File: src/ctec_defs.vh
// Constants for the charge-time edge-control block: register offsets,
// field positions, write masks, reset values and source codes.
// Assumes a byte-addressed register port with 32-bit words.
`ifndef CTEC_DEFS_VH
`define CTEC_DEFS_VH

`define CTEC_ADDR_W        8
`define CTEC_CTRL_OFS      8'h00
`define CTEC_STAT_OFS      8'h04

// Control register field positions
`define CTEC_E1STAT_BIT    24
`define CTEC_E2MODE_BIT    23
`define CTEC_E2POL_BIT     22
`define CTEC_E2SEL_HI      21
`define CTEC_E2SEL_LO      18
`define CTEC_ON_BIT        15
`define CTEC_IDLE_BIT      13
`define CTEC_TIME_GENERATION_ENABLE_BIT      12
`define CTEC_EDGE_ENABLE_BIT     11
`define CTEC_CTRL_WMASK    32'h01FCB800
`define CTEC_CTRL_RESET    32'h00000000

// Status register field positions
`define CTEC_S_E2STAT_BIT  0
`define CTEC_S_RUN_BIT     1
`define CTEC_S_IDLE_BIT    2

// Second-edge source codes
`define CTEC_SRC_RSVD      4'hF
`define CTEC_SRC_CMP2      4'hE
`define CTEC_SRC_CMP1      4'hD
`define CTEC_SRC_PERIPHERAL_BUS_CLOCK     4'hC
`define CTEC_SRC_CAP3      4'hB
`define CTEC_SRC_CAP2      4'hA
`define CTEC_SRC_CAP1      4'h9
`define CTEC_SRC_PIN13     4'h8
`define CTEC_SRC_PIN12     4'h7
`define CTEC_SRC_PIN11     4'h6
`define CTEC_SRC_PIN10     4'h5
`define CTEC_SRC_PIN9      4'h4
`define CTEC_SRC_PIN1      4'h3
`define CTEC_SRC_PIN2      4'h2
`define CTEC_SRC_OC1       4'h1
`define CTEC_SRC_TMR1      4'h0

`define CTEC_SYNC_STAGES   2

`endif

File: src/ctec_edge_qual.v
// Edge or level qualifier for one already-synchronous source.
// Assumes the caller gates the result with its own enables.
`timescale 1ns/1ps
module ctec_edge_qual (
   input  wire clk,        // Block clock
   input  wire rst,        // Synchronous reset, active high
   input  wire sig,        // Synchronous source level
   input  wire edge_mode,  // 1 edge-sensitive, 0 level-sensitive
   input  wire polarity,   // 1 rising / high, 0 falling / low
   output reg  evt_q       // Qualified event, registered
);
   reg  prev_q;
   wire active;
   wire rise;
   wire fall;
   wire evt_d;

   // Level match and transition terms
   assign active = polarity ? sig : ~sig;
   assign rise   = sig & ~prev_q;
   assign fall   = ~sig & prev_q;
   assign evt_d  = edge_mode ? (polarity ? rise : fall)
                             : active;

   // Previous level and registered event
   always @(posedge clk) begin
      if (rst) begin
         prev_q <= 1'b0;
         evt_q  <= 1'b0;
      end else begin
         prev_q <= sig;
         evt_q  <= evt_d;
      end
   end
endmodule

File: src/ctec_top.v
// Edge-control logic of the charge-time measurement unit: control
// and status registers, source selection, synchronisers and gating.
// Assumes a single clock, a plain strobe register port and event
// inputs that are single-cycle pulses in the same clock domain.
`timescale 1ns/1ps
`include "ctec_defs.vh"
module ctec_top #(
   parameter PIN_COUNT = 13      // External edge pins 1..13
) (
   input  wire                    REF_CLK,       // Block clock, 100 MHz
   input  wire                    SYS_RST,       // Synchronous reset, high
   input  wire [`CTEC_ADDR_W-1:0] ADDR,          // Register byte address
   input  wire [31:0]             WR_DATA,       // Write data
   input  wire                    WR_STB,        // Write strobe
   input  wire                    RD_STB,        // Read strobe
   output reg  [31:0]             RD_DATA,       // Read data, next cycle
   input  wire                    IDLE_MODE,     // Chip is in idle mode
   input  wire                    EDGE_ONE_SRC,  // First-edge source level
   input  wire [PIN_COUNT-1:0]    EXT_EDGE_PINS, // External edge pins
   input  wire                    CMP_ONE_OUT,   // Comparator 1 output
   input  wire                    CMP_TWO_OUT,   // Comparator 2 output
   input  wire [2:0]              CAPTURE_EVT,   // Capture units 3..1
   input  wire                    OC_ONE_EVT,    // Output compare 1 event
   input  wire                    TIMER_ONE_EVT, // Timer 1 event
   output reg                     EDGE1_EVENT,   // Passed first-edge pulse
   output reg                     EDGE2_EVENT,   // Passed second-edge pulse
   output reg                     EDGE1_STATUS,  // First-edge status flag
   output reg                     EDGE2_STATUS,  // Second-edge status flag
   output reg                     MODULE_RUN,    // Edge logic is running
   output reg                     DELAY_GEN_EN   // Delay generation active
);
   localparam NSYNC = PIN_COUNT + 3;   // Pins, two comparators, edge 1

   // Control fields
   reg        e1stat_q;
   reg        e2mode_q;
   reg        e2pol_q;
   reg  [3:0] e2sel_q;
   reg        on_q;
   reg        idle_stop_q;
   reg        time_generation_enable_q;
   reg        edge_enable_q;
   reg        e2stat_q;

   // Bus and read path
   reg  [31:0] rd_d;
   wire [31:0] ctrl_rd;
   wire [31:0] stat_rd;
   wire        ctrl_wr;
   wire        stat_wr;
   wire [31:0] wr_m;

   // Synchronisers and sources
   reg  [NSYNC-1:0] sync1_q;
   reg  [NSYNC-1:0] sync2_q;
   wire [NSYNC-1:0] raw_in;
   wire [PIN_COUNT-1:0] pin_s;
   wire        cmp1_s;
   wire        cmp2_s;
   wire        e1_s;
   reg         peripheral_bus_clock_q;
   reg         src2;

   // Qualified and gated events
   wire        e1_evt;
   wire        e2_evt;
   wire        running;
   wire        idle_hold;
   wire        pass;
   wire        e1_pass;
   wire        e2_pass;

   // Register map, one 32-bit word per byte offset
   //   0x00 control
   //     bit 24      first-edge flag, set by hardware, written by software
   //     bit 23      second edge: 1 edge, 0 level sensing
   //     bit 22      second edge: 1 rising or high, 0 falling or low
   //     bits 21:18  second-edge source code
   //     bits 17:16  always zero
   //     bit 15      module enable
   //     bit 14      always zero
   //     bit 13      stop while the chip idles
   //     bit 12      delay generation enable
   //     bit 11      edge enable; clear blocks every edge
   //     others      always zero
   //   0x04 status
   //     bit 0       second-edge flag, write one to clear
   //     bit 1       edge logic running, read only
   //     bit 2       suspended by idle, read only
   //     others      always zero
   //   Other offsets ignore writes and read zero
   //   Every stored bit resets to zero
   //   A same-cycle set beats a software clear on both flags

   // Address decode; unmapped addresses ignore writes, read zero.
   // Only the documented bits are stored; the write mask drops the rest.
   assign ctrl_wr = WR_STB & (ADDR == `CTEC_CTRL_OFS);
   assign stat_wr = WR_STB & (ADDR == `CTEC_STAT_OFS);
   assign wr_m    = WR_DATA & `CTEC_CTRL_WMASK;

   // Run state: enable bit and idle suspension.
   // Idle gates the enable rather than clearing it, so the module
   // resumes on wake-up without software writing it again.
   assign idle_hold = idle_stop_q & IDLE_MODE;
   assign running   = on_q & ~idle_hold;
   assign pass      = running & edge_enable_q;
   assign e1_pass   = pass & e1_evt;
   assign e2_pass   = pass & e2_evt;

   // Control register image; unlisted bits read zero
   assign ctrl_rd = {7'h0,
                     e1stat_q,
                     e2mode_q,
                     e2pol_q,
                     e2sel_q,
                     2'h0,
                     on_q,
                     1'b0,
                     idle_stop_q,
                     time_generation_enable_q,
                     edge_enable_q,
                     11'h0};

   // Status register image
   assign stat_rd = {29'h0000000, idle_hold, running, e2stat_q};

   // Control register: writes and hardware-set first-edge flag.
   // A write loads every field at once; partial updates need a read first.
   always @(posedge REF_CLK) begin
      if (SYS_RST) begin
         e1stat_q    <= 1'b0;
         e2mode_q    <= 1'b0;
         e2pol_q     <= 1'b0;
         e2sel_q     <= 4'h0;
         on_q        <= 1'b0;
         idle_stop_q <= 1'b0;
         time_generation_enable_q      <= 1'b0;
         edge_enable_q     <= 1'b0;
      end else begin
         if (ctrl_wr) begin
            e2mode_q    <= wr_m[`CTEC_E2MODE_BIT];
            e2pol_q     <= wr_m[`CTEC_E2POL_BIT];
            e2sel_q     <= wr_m[`CTEC_E2SEL_HI:`CTEC_E2SEL_LO];
            on_q        <= wr_m[`CTEC_ON_BIT];
            idle_stop_q <= wr_m[`CTEC_IDLE_BIT];
            time_generation_enable_q      <= wr_m[`CTEC_TIME_GENERATION_ENABLE_BIT];
            edge_enable_q     <= wr_m[`CTEC_EDGE_ENABLE_BIT];
         end
         // A qualifying edge wins over a software clear
         if (e1_pass)
            e1stat_q <= 1'b1;
         else if (ctrl_wr)
            e1stat_q <= wr_m[`CTEC_E1STAT_BIT];
      end
   end

   // Second-edge status: set by hardware, write one to clear.
   // Writing zeros back in a read-modify-write leaves the flag alone.
   always @(posedge REF_CLK) begin
      if (SYS_RST) begin
         e2stat_q <= 1'b0;
      end else if (e2_pass) begin
         e2stat_q <= 1'b1;
      end else if (stat_wr & WR_DATA[`CTEC_S_E2STAT_BIT]) begin
         e2stat_q <= 1'b0;
      end
   end

   // Read mux; data stand only in the cycle after the strobe.
   // Returning to zero keeps a late sample from seeing stale data.
   always @* begin
      rd_d = 32'h00000000;
      if (RD_STB) begin
         case (ADDR)
            `CTEC_CTRL_OFS: rd_d = ctrl_rd;
            `CTEC_STAT_OFS: rd_d = stat_rd;
            default:        rd_d = 32'h00000000;
         endcase
      end
   end

   always @(posedge REF_CLK) begin
      if (SYS_RST)
         RD_DATA <= 32'h00000000;
      else
         RD_DATA <= rd_d;
   end

   // Latency seen from a pin: two synchroniser stages, one qualifier
   // stage and the output register, so a change in cycle 0 shows on
   // the event output after edge 4. Internal event lines skip the
   // synchronisers and show after edge 2. A pin pulse shorter than
   // one clock may be missed; pins must hold each level a full cycle.
   // Reset clears both stages; one cycle of reset flushes them.
   // Two-stage synchronisers; the first stage feeds only the second
   assign raw_in = {EDGE_ONE_SRC, CMP_TWO_OUT, CMP_ONE_OUT, EXT_EDGE_PINS};

   always @(posedge REF_CLK) begin
      if (SYS_RST) begin
         sync1_q <= {NSYNC{1'b0}};
         sync2_q <= {NSYNC{1'b0}};
      end else begin
         sync1_q <= raw_in;
         sync2_q <= sync1_q;
      end
   end

   assign pin_s  = sync2_q[PIN_COUNT-1:0];
   assign cmp1_s = sync2_q[PIN_COUNT];
   assign cmp2_s = sync2_q[PIN_COUNT+1];
   assign e1_s   = sync2_q[PIN_COUNT+2];

   // Bus clock as a source: a level that changes on every edge,
   // since the clock itself cannot be sampled as data;
   // the toggle gives one rising edge every two cycles
   always @(posedge REF_CLK) begin
      if (SYS_RST)
         peripheral_bus_clock_q <= 1'b0;
      else
         peripheral_bus_clock_q <= ~peripheral_bus_clock_q;
   end

   // Second-edge source selector. Code 1111 is reserved and picks a
   // constant low, so a stray write cannot raise spurious edges.
   // Comparator and pin levels come through the synchronisers;
   // capture, compare and timer events are already in this domain.
   always @* begin
      case (e2sel_q)
         `CTEC_SRC_RSVD:  src2 = 1'b0;
         `CTEC_SRC_CMP2:  src2 = cmp2_s;
         `CTEC_SRC_CMP1:  src2 = cmp1_s;
         `CTEC_SRC_PERIPHERAL_BUS_CLOCK: src2 = peripheral_bus_clock_q;
         `CTEC_SRC_CAP3:  src2 = CAPTURE_EVT[2];
         `CTEC_SRC_CAP2:  src2 = CAPTURE_EVT[1];
         `CTEC_SRC_CAP1:  src2 = CAPTURE_EVT[0];
         `CTEC_SRC_PIN13: src2 = pin_s[12];
         `CTEC_SRC_PIN12: src2 = pin_s[11];
         `CTEC_SRC_PIN11: src2 = pin_s[10];
         `CTEC_SRC_PIN10: src2 = pin_s[9];
         `CTEC_SRC_PIN9:  src2 = pin_s[8];
         `CTEC_SRC_PIN1:  src2 = pin_s[0];
         `CTEC_SRC_PIN2:  src2 = pin_s[1];
         `CTEC_SRC_OC1:   src2 = OC_ONE_EVT;
         `CTEC_SRC_TMR1:  src2 = TIMER_ONE_EVT;
         default:         src2 = 1'b0;
      endcase
   end

   // First edge: rising, edge-sensitive; its own select lies elsewhere.
   // Its flag is the only hardware-set bit in the control word.
   ctec_edge_qual u_edge1 (
      .clk       (REF_CLK),
      .rst       (SYS_RST),
      .sig       (e1_s),
      .edge_mode (1'b1),
      .polarity  (1'b1),
      .evt_q     (e1_evt)
   );

   // Second edge: mode and polarity from the control register.
   // They apply at once, so changing them may raise one event.
   ctec_edge_qual u_edge2 (
      .clk       (REF_CLK),
      .rst       (SYS_RST),
      .sig       (src2),
      .edge_mode (e2mode_q),
      .polarity  (e2pol_q),
      .evt_q     (e2_evt)
   );

   // Event outputs; blocked edges never reach the measurement.
   // Level mode keeps the event high while the level matches.
   always @(posedge REF_CLK) begin
      if (SYS_RST) begin
         EDGE1_EVENT <= 1'b0;
         EDGE2_EVENT <= 1'b0;
      end else begin
         EDGE1_EVENT <= e1_pass;
         EDGE2_EVENT <= e2_pass;
      end
   end

   // Flag copies; one cycle behind the register bits
   always @(posedge REF_CLK) begin
      if (SYS_RST) begin
         EDGE1_STATUS <= 1'b0;
         EDGE2_STATUS <= 1'b0;
      end else begin
         EDGE1_STATUS <= e1stat_q;
         EDGE2_STATUS <= e2stat_q;
      end
   end

   // Run and delay state for the current-source side
   always @(posedge REF_CLK) begin
      if (SYS_RST) begin
         MODULE_RUN   <= 1'b0;
         DELAY_GEN_EN <= 1'b0;
      end else begin
         MODULE_RUN   <= running;
         // Delay generation trusts software to pick comparator 2
         DELAY_GEN_EN <= running & time_generation_enable_q;
      end
   end
endmodule

File: config.mk
export PLATFORM = sky130hd
export DESIGN_NAME = ctec_top
export DESIGN_NICKNAME = d
export VERILOG_FILES = /design/src/ctec_edge_qual.v /design/src/ctec_top.v
export VERILOG_INCLUDE_DIRS = /design/src
export SDC_FILE = /design/constraint.sdc
export NUM_CORES = 1
export LEC_CHECK = 0
export ABC_AREA = 1
export ABC_CLOCK_PERIOD_IN_PS = 1100
export BUFFER_PORTS_ARGS = -buffer_cell sky130_fd_sc_hd__buf_2
export CAP_MARGIN = 10
export CORE_UTILIZATION = 41
export CTS_CLUSTER_DIAMETER = 60
export DETAILED_ROUTE_END_ITERATION = 6
export MAX_ROUTING_LAYER = met4
export PLACE_DENSITY = 0.73
export SYNTH_ARGS = -nofsm -noshare
export SYNTH_HDL_FRONTEND = slang
export SYNTH_SLANG_ARGS = --single-unit
export TNS_END_PERCENT = 100
File: constraint.sdc
create_clock -name REF_CLK -period 1.1 [get_ports REF_CLK]
set_input_delay 0.165 -clock REF_CLK [delete_from_list [all_inputs] [get_ports REF_CLK]]
set_output_delay 0.165 -clock REF_CLK [all_outputs]
set_load 0.03 [all_outputs]
== After elaboration in Yosys (flattened, before gate mapping) ==
Index checks and enable logic that the tools add are counted.
Word-level totals
  register bits: 87
  bits of input ports: 66
Cells by class
  equal/unequal tests: 16
  multiplexer cells: 9
  bitwise operators: 18
  reductions and logical operators: 5
Operators by type and width (number)
  $pmux W25 S2: 1
  $eq A4 B4 Y1 const B: 8
  $eq A4 B3 Y1 const B: 4
  $pmux W1 S16: 1
  $and A1 B1 Y1: 12
  $eq A4 B2 Y1 const B: 2
  $eq A8 B3 Y1 const B: 1
  $logic_not A8 Y1: 1
  $mux W1: 7
  $not A1 Y1: 6
  $eq A4 B1 Y1 const B: 1
  $logic_not A4 Y1: 1
  $reduce_bool A2 Y1: 2
  $reduce_or A2 Y1: 1

== Longest topological paths before layout ==
  word-level depth: 6
  mapped depth: 10
  gate-level depth less buffers: 9

== By module ==
Synthesis repeated with hierarchy kept, for this count alone.
Unflattened totals
  cell total of the unflattened synthesis: 275
  area, all modules: 2203.4 um^2
By module, submodules not included
  ctec_top: times used 1, cells an instance 253, area each 2043.2 um^2, sequential area each 1061.0 um^2
  ctec_edge_qual: times used 2, cells an instance 11, area each 80.1 um^2, sequential area each 40.0 um^2

== Least setup slack after synthesis ==
No wires, ideal clock.
  path type: register to register
  start: reg e2sel_q[1]
  end: reg u_edge2.evt_q
  data arrival time: 978 ps
  required time: 987 ps
  slack: 10 ps
  stages on the path, launching flop included: 11
  path through: dfxtp_1 buf_6 inv_4 nor2_1 nand2_1 nand3_1 nand2_1 nand2_1 nor2_2 nor2_1 nor2_1
Between the ends
  longest elaborated chain between the ends: 6
  elaborated cells between the ends (all ways): 23
  those cells by class: eq/ne (15); mux (4); bitwise (3); reduce/logical (1)
Ends and longest elaborated chain
  start, declared: RTL line ctec_top.v:38  | reg [3:0] e2sel_q;
  start signal, assigned: RTL line ctec_top.v:143  | e2sel_q <= wr_m[`CTEC_E2SEL_HI:`CTEC_E2SEL_LO];
  $eq A4 B1 Y1, or another cell as far along: RTL line ctec_top.v:228  | case (e2sel_q)
  $pmux W1 S16 *: RTL line ctec_top.v:228
  $not A1 Y1: RTL line ctec_edge_qual.v:19, ctec_edge_qual.v:21
  $and A1 B1 Y1: RTL line ctec_edge_qual.v:21  | assign fall = ~sig & prev_q;
  $mux W1: RTL line ctec_edge_qual.v:22  | assign evt_d = edge_mode ? (polarity ? rise : fall)
  $mux W1 *: RTL line ctec_edge_qual.v:22
  end signal, assigned: RTL line ctec_edge_qual.v:32  | evt_q <= evt_d;
  end, declared: RTL line ctec_edge_qual.v:10  | output reg evt_q
Mark *: on every way between the ends. The rest lies on a longest branch, timed or not.
A chain may end at the register's enable or synchronous reset.

== Worst setup path after layout ==
  start: reg e2sel_q[0]
  end: reg u_edge2.evt_q
Same word-level chain as after synthesis.

==> results.sh <==
export IMPL_status="finished, violations left"
export IMPL_violations="setup timing"
export IMPL_p_int_w=0.00311
export IMPL_stdcell_count=405
export IMPL_synthTopCellsByArea="dfxtp_1 (54%), nor2_1 (7.7%), inv_1 (7.6%)"
export IMPL_clockBufferDepth=2
export IMPL_power_w=0.00399
export IMPL_max_cap_viol_count=0
export IMPL_antenna_found_initial=0
export IMPL_crit_type="flop to flop"
export IMPL_finalClockSkew_ps=4.92
export IMPL_gp_congestion=0.835
export IMPL_grt_start_max_net_pins=30
export IMPL_drc=0
export IMPL_clkTransAtPathRegs_ps=60
export IMPL_avgViaCountPerCell=4.23
export IMPL_period_minus_slack_ps=1210
export IMPL_synth_seq_area_share=0.535
export IMPL_drive_gt1_frac=0.278
export IMPL_fin_area_um2=2670
export IMPL_hold_viol=0
export IMPL_hpwl_mm=2.79
export IMPL_timing_fmax_mhz=829
export IMPL_synth_seq_cells=57
export IMPL_pwr_share_clk=0.402
export IMPL_holdCritPathClass="input port to flop"
export IMPL_end_kind="flop"
export IMPL_grt_pass1_wl_mm=6.57
export IMPL_power_frac_comb=0.067
export IMPL_pin_count=104
export IMPL_power_density_nw_per_um2=1500
export IMPL_dp_cells=392
export IMPL_synth_edff_count=0
export IMPL_p_switching_w=0.000875
export IMPL_grt_overflow=0
export IMPL_synth_top_cell_area_share=0.535
export IMPL_cp_data_required_time_ps=1370
export IMPL_port_buffers=59
export IMPL_crit_arrival_ps=1470
export IMPL_grt_pass1_vias=1556
export IMPL_die_h_um=74.1
export IMPL_clock_sinks=57
export IMPL_drv_slew=0
export IMPL_diodes=0
export IMPL_path_max_fanout=9
export IMPL_cts_root_buffer="clkbuf_8"
export IMPL_insertion_delay_ps=330
export IMPL_fp_dieW_um=74.1
export IMPL_post_drt_wl_per_cell_um=9.77
export IMPL_synth_ff_type="dfxtp_1"
export IMPL_syn_inst=267
export IMPL_hold_buffers=0
export IMPL_yosysMostFrequentCell="dfxtp_1"
export IMPL_synth_common_cells="dfxtp_1 (57), nor2_1 (44), inv_1 (43)"
export IMPL_ys_async_sr_fraction=0
export IMPL_cts_tree="yes"
export IMPL_core_area_um2=4850
export IMPL_p_leak_nw=1.32
export IMPL_grt_total_usage=0.170
export IMPL_numCtsBuffers=9
export IMPL_finalWorstSetupSlack_ps=-107
export IMPL_num_vias=1714
export IMPL_wl_mm=3.96
export IMPL_dr_first_iter_drc_count=83
export IMPL_placed_area_um2=2490
export IMPL_drt_first_pass_iters=6
export IMPL_initial_core_util=0.440
export IMPL_yosys_warnings=0
export IMPL_timing_final_crit_share=1.10
export IMPL_power_frac_seq=0.531
export IMPL_sw_frac_of_total=0.219
export IMPL_synth_area_leader_cell="dfxtp_1"
export IMPL_synth_avg_cell_area_um2=7.99
export IMPL_vdd_drop_max_mv=0.941
export IMPL_synth_cell_area_um2=2130
export IMPL_die_area_um2=5490
export IMPL_postRouteAntennaNets=0
export IMPL_finalSetupTns_ps=-174
export IMPL_htree_levels=3
export IMPL_synth_cell_types=24
export IMPL_area_delta_synth_final_pct=25.0
export IMPL_num_nets_final=401
export IMPL_holdWs_ps=34.7
export IMPL_setup_viol=2
export IMPL_rsz0062_at_grt="true"
export IMPL_worstSetupStartpointType="flop"
export IMPL_placement_rows=25
-- critical path, cell delays in order, from the launching register on --
cell,delay (ps)
dfxtp_4,440
nor2_4,60
nand2_1,60
nand2_1,80
o21ai_1,170
nand2_1,80
nor2_2,120
nor2_1,50
nor2_1,80
-- power by group through the flow --
stage | logic, W | registers [W] | clock network [W]
2_1_floorplan | 0.000218 | 0.00216 | 0
3_3_place_gp | 0.000262 | 0.00217 | 0
3_5_place_dp | 0.000265 | 0.00217 | 0
4_1_cts | 0.000266 | 0.00212 | 0.00165
5_1_grt | 0.000300 | 0.00212 | 0.00176
6_report | 0.000266 | 0.00212 | 0.00160
-- cell type report --
class	instances	area, µm²
fillers	447	2180
well taps	67	83.8
clock buffers	14	163
repair buffers	68	379
multi-input cells	153	711
inverters	46	180
flip-flops and latches	57	1150
-- flip-flops by register name (all words and copies together) (netlist names), 4 cells and up --
name / flops
e2sel_q: 4
sync2_q: 10
RD_DATA: 14
sync1_q: 10
-- layer usage --
layer / vias up / GRT usage / wire length [µm]
li1: 916 / - / -
met1: 739 / 0.167 / 1740
met2: 53 / 0.284 / 1950
met3: 6 / 0.0705 / 235
met4: 0 / 0.0962 / 34
met5: - / - / 0
-- timing repair --
action | CTS | global route
gates resized for setup | 12 | 3
setup endpoints to repair | 2 | 2
pin swaps | 11 | 3
buffers inserted | 1 | 0
-- worst paths after layout --
kind,start,to,slack (ps),cells after the start
setup reg to reg,e2sel_q[0],u_edge2.evt_q,-110,8
hold reg to reg,u_edge1.prev_q,u_edge1.evt_q,390,1
hold / removal,EXT_EDGE_PINS[8],sync1_q[8],30,3
setup / recovery,e2sel_q[0],u_edge2.evt_q,-110,8
-- cell usage in the layout, fill, tap and decap left out, types with 3 or more instances in the layout --
master	count
a21oi_1	11
buf_2	59
buf_4	7
clkbuf_1	3
clkbuf_8	11
conb_1	18
dfxtp_1	55
inv_1	43
nand2_1	22
nand3_1	15
nand3_2	4
nor2_1	42
nor3_1	17
o21ai_0	12
-- per-stage QoR --
| step | utilization | setup WS [ps] |
|---|---|---|
| global placement | 0.515 | -71.3 |
| detailed placement | 0.515 | -83.6 |
| floorplan | - | 9.65 |
| finish | 0.550 | -107 |
| CTS | 0.547 | -52.9 |
| global route | 0.550 | -224 |
-- logic make-up after synthesis --
group,count (synthesis),share of synthesized area
AOI/OAI and AO/OA,26,0.0610
DFF,57,0.535
buffers and inverters,74,0.174
and+or+nand+nor,109,0.228
other,1,0.00176
(Power assumes the default switching activity.)
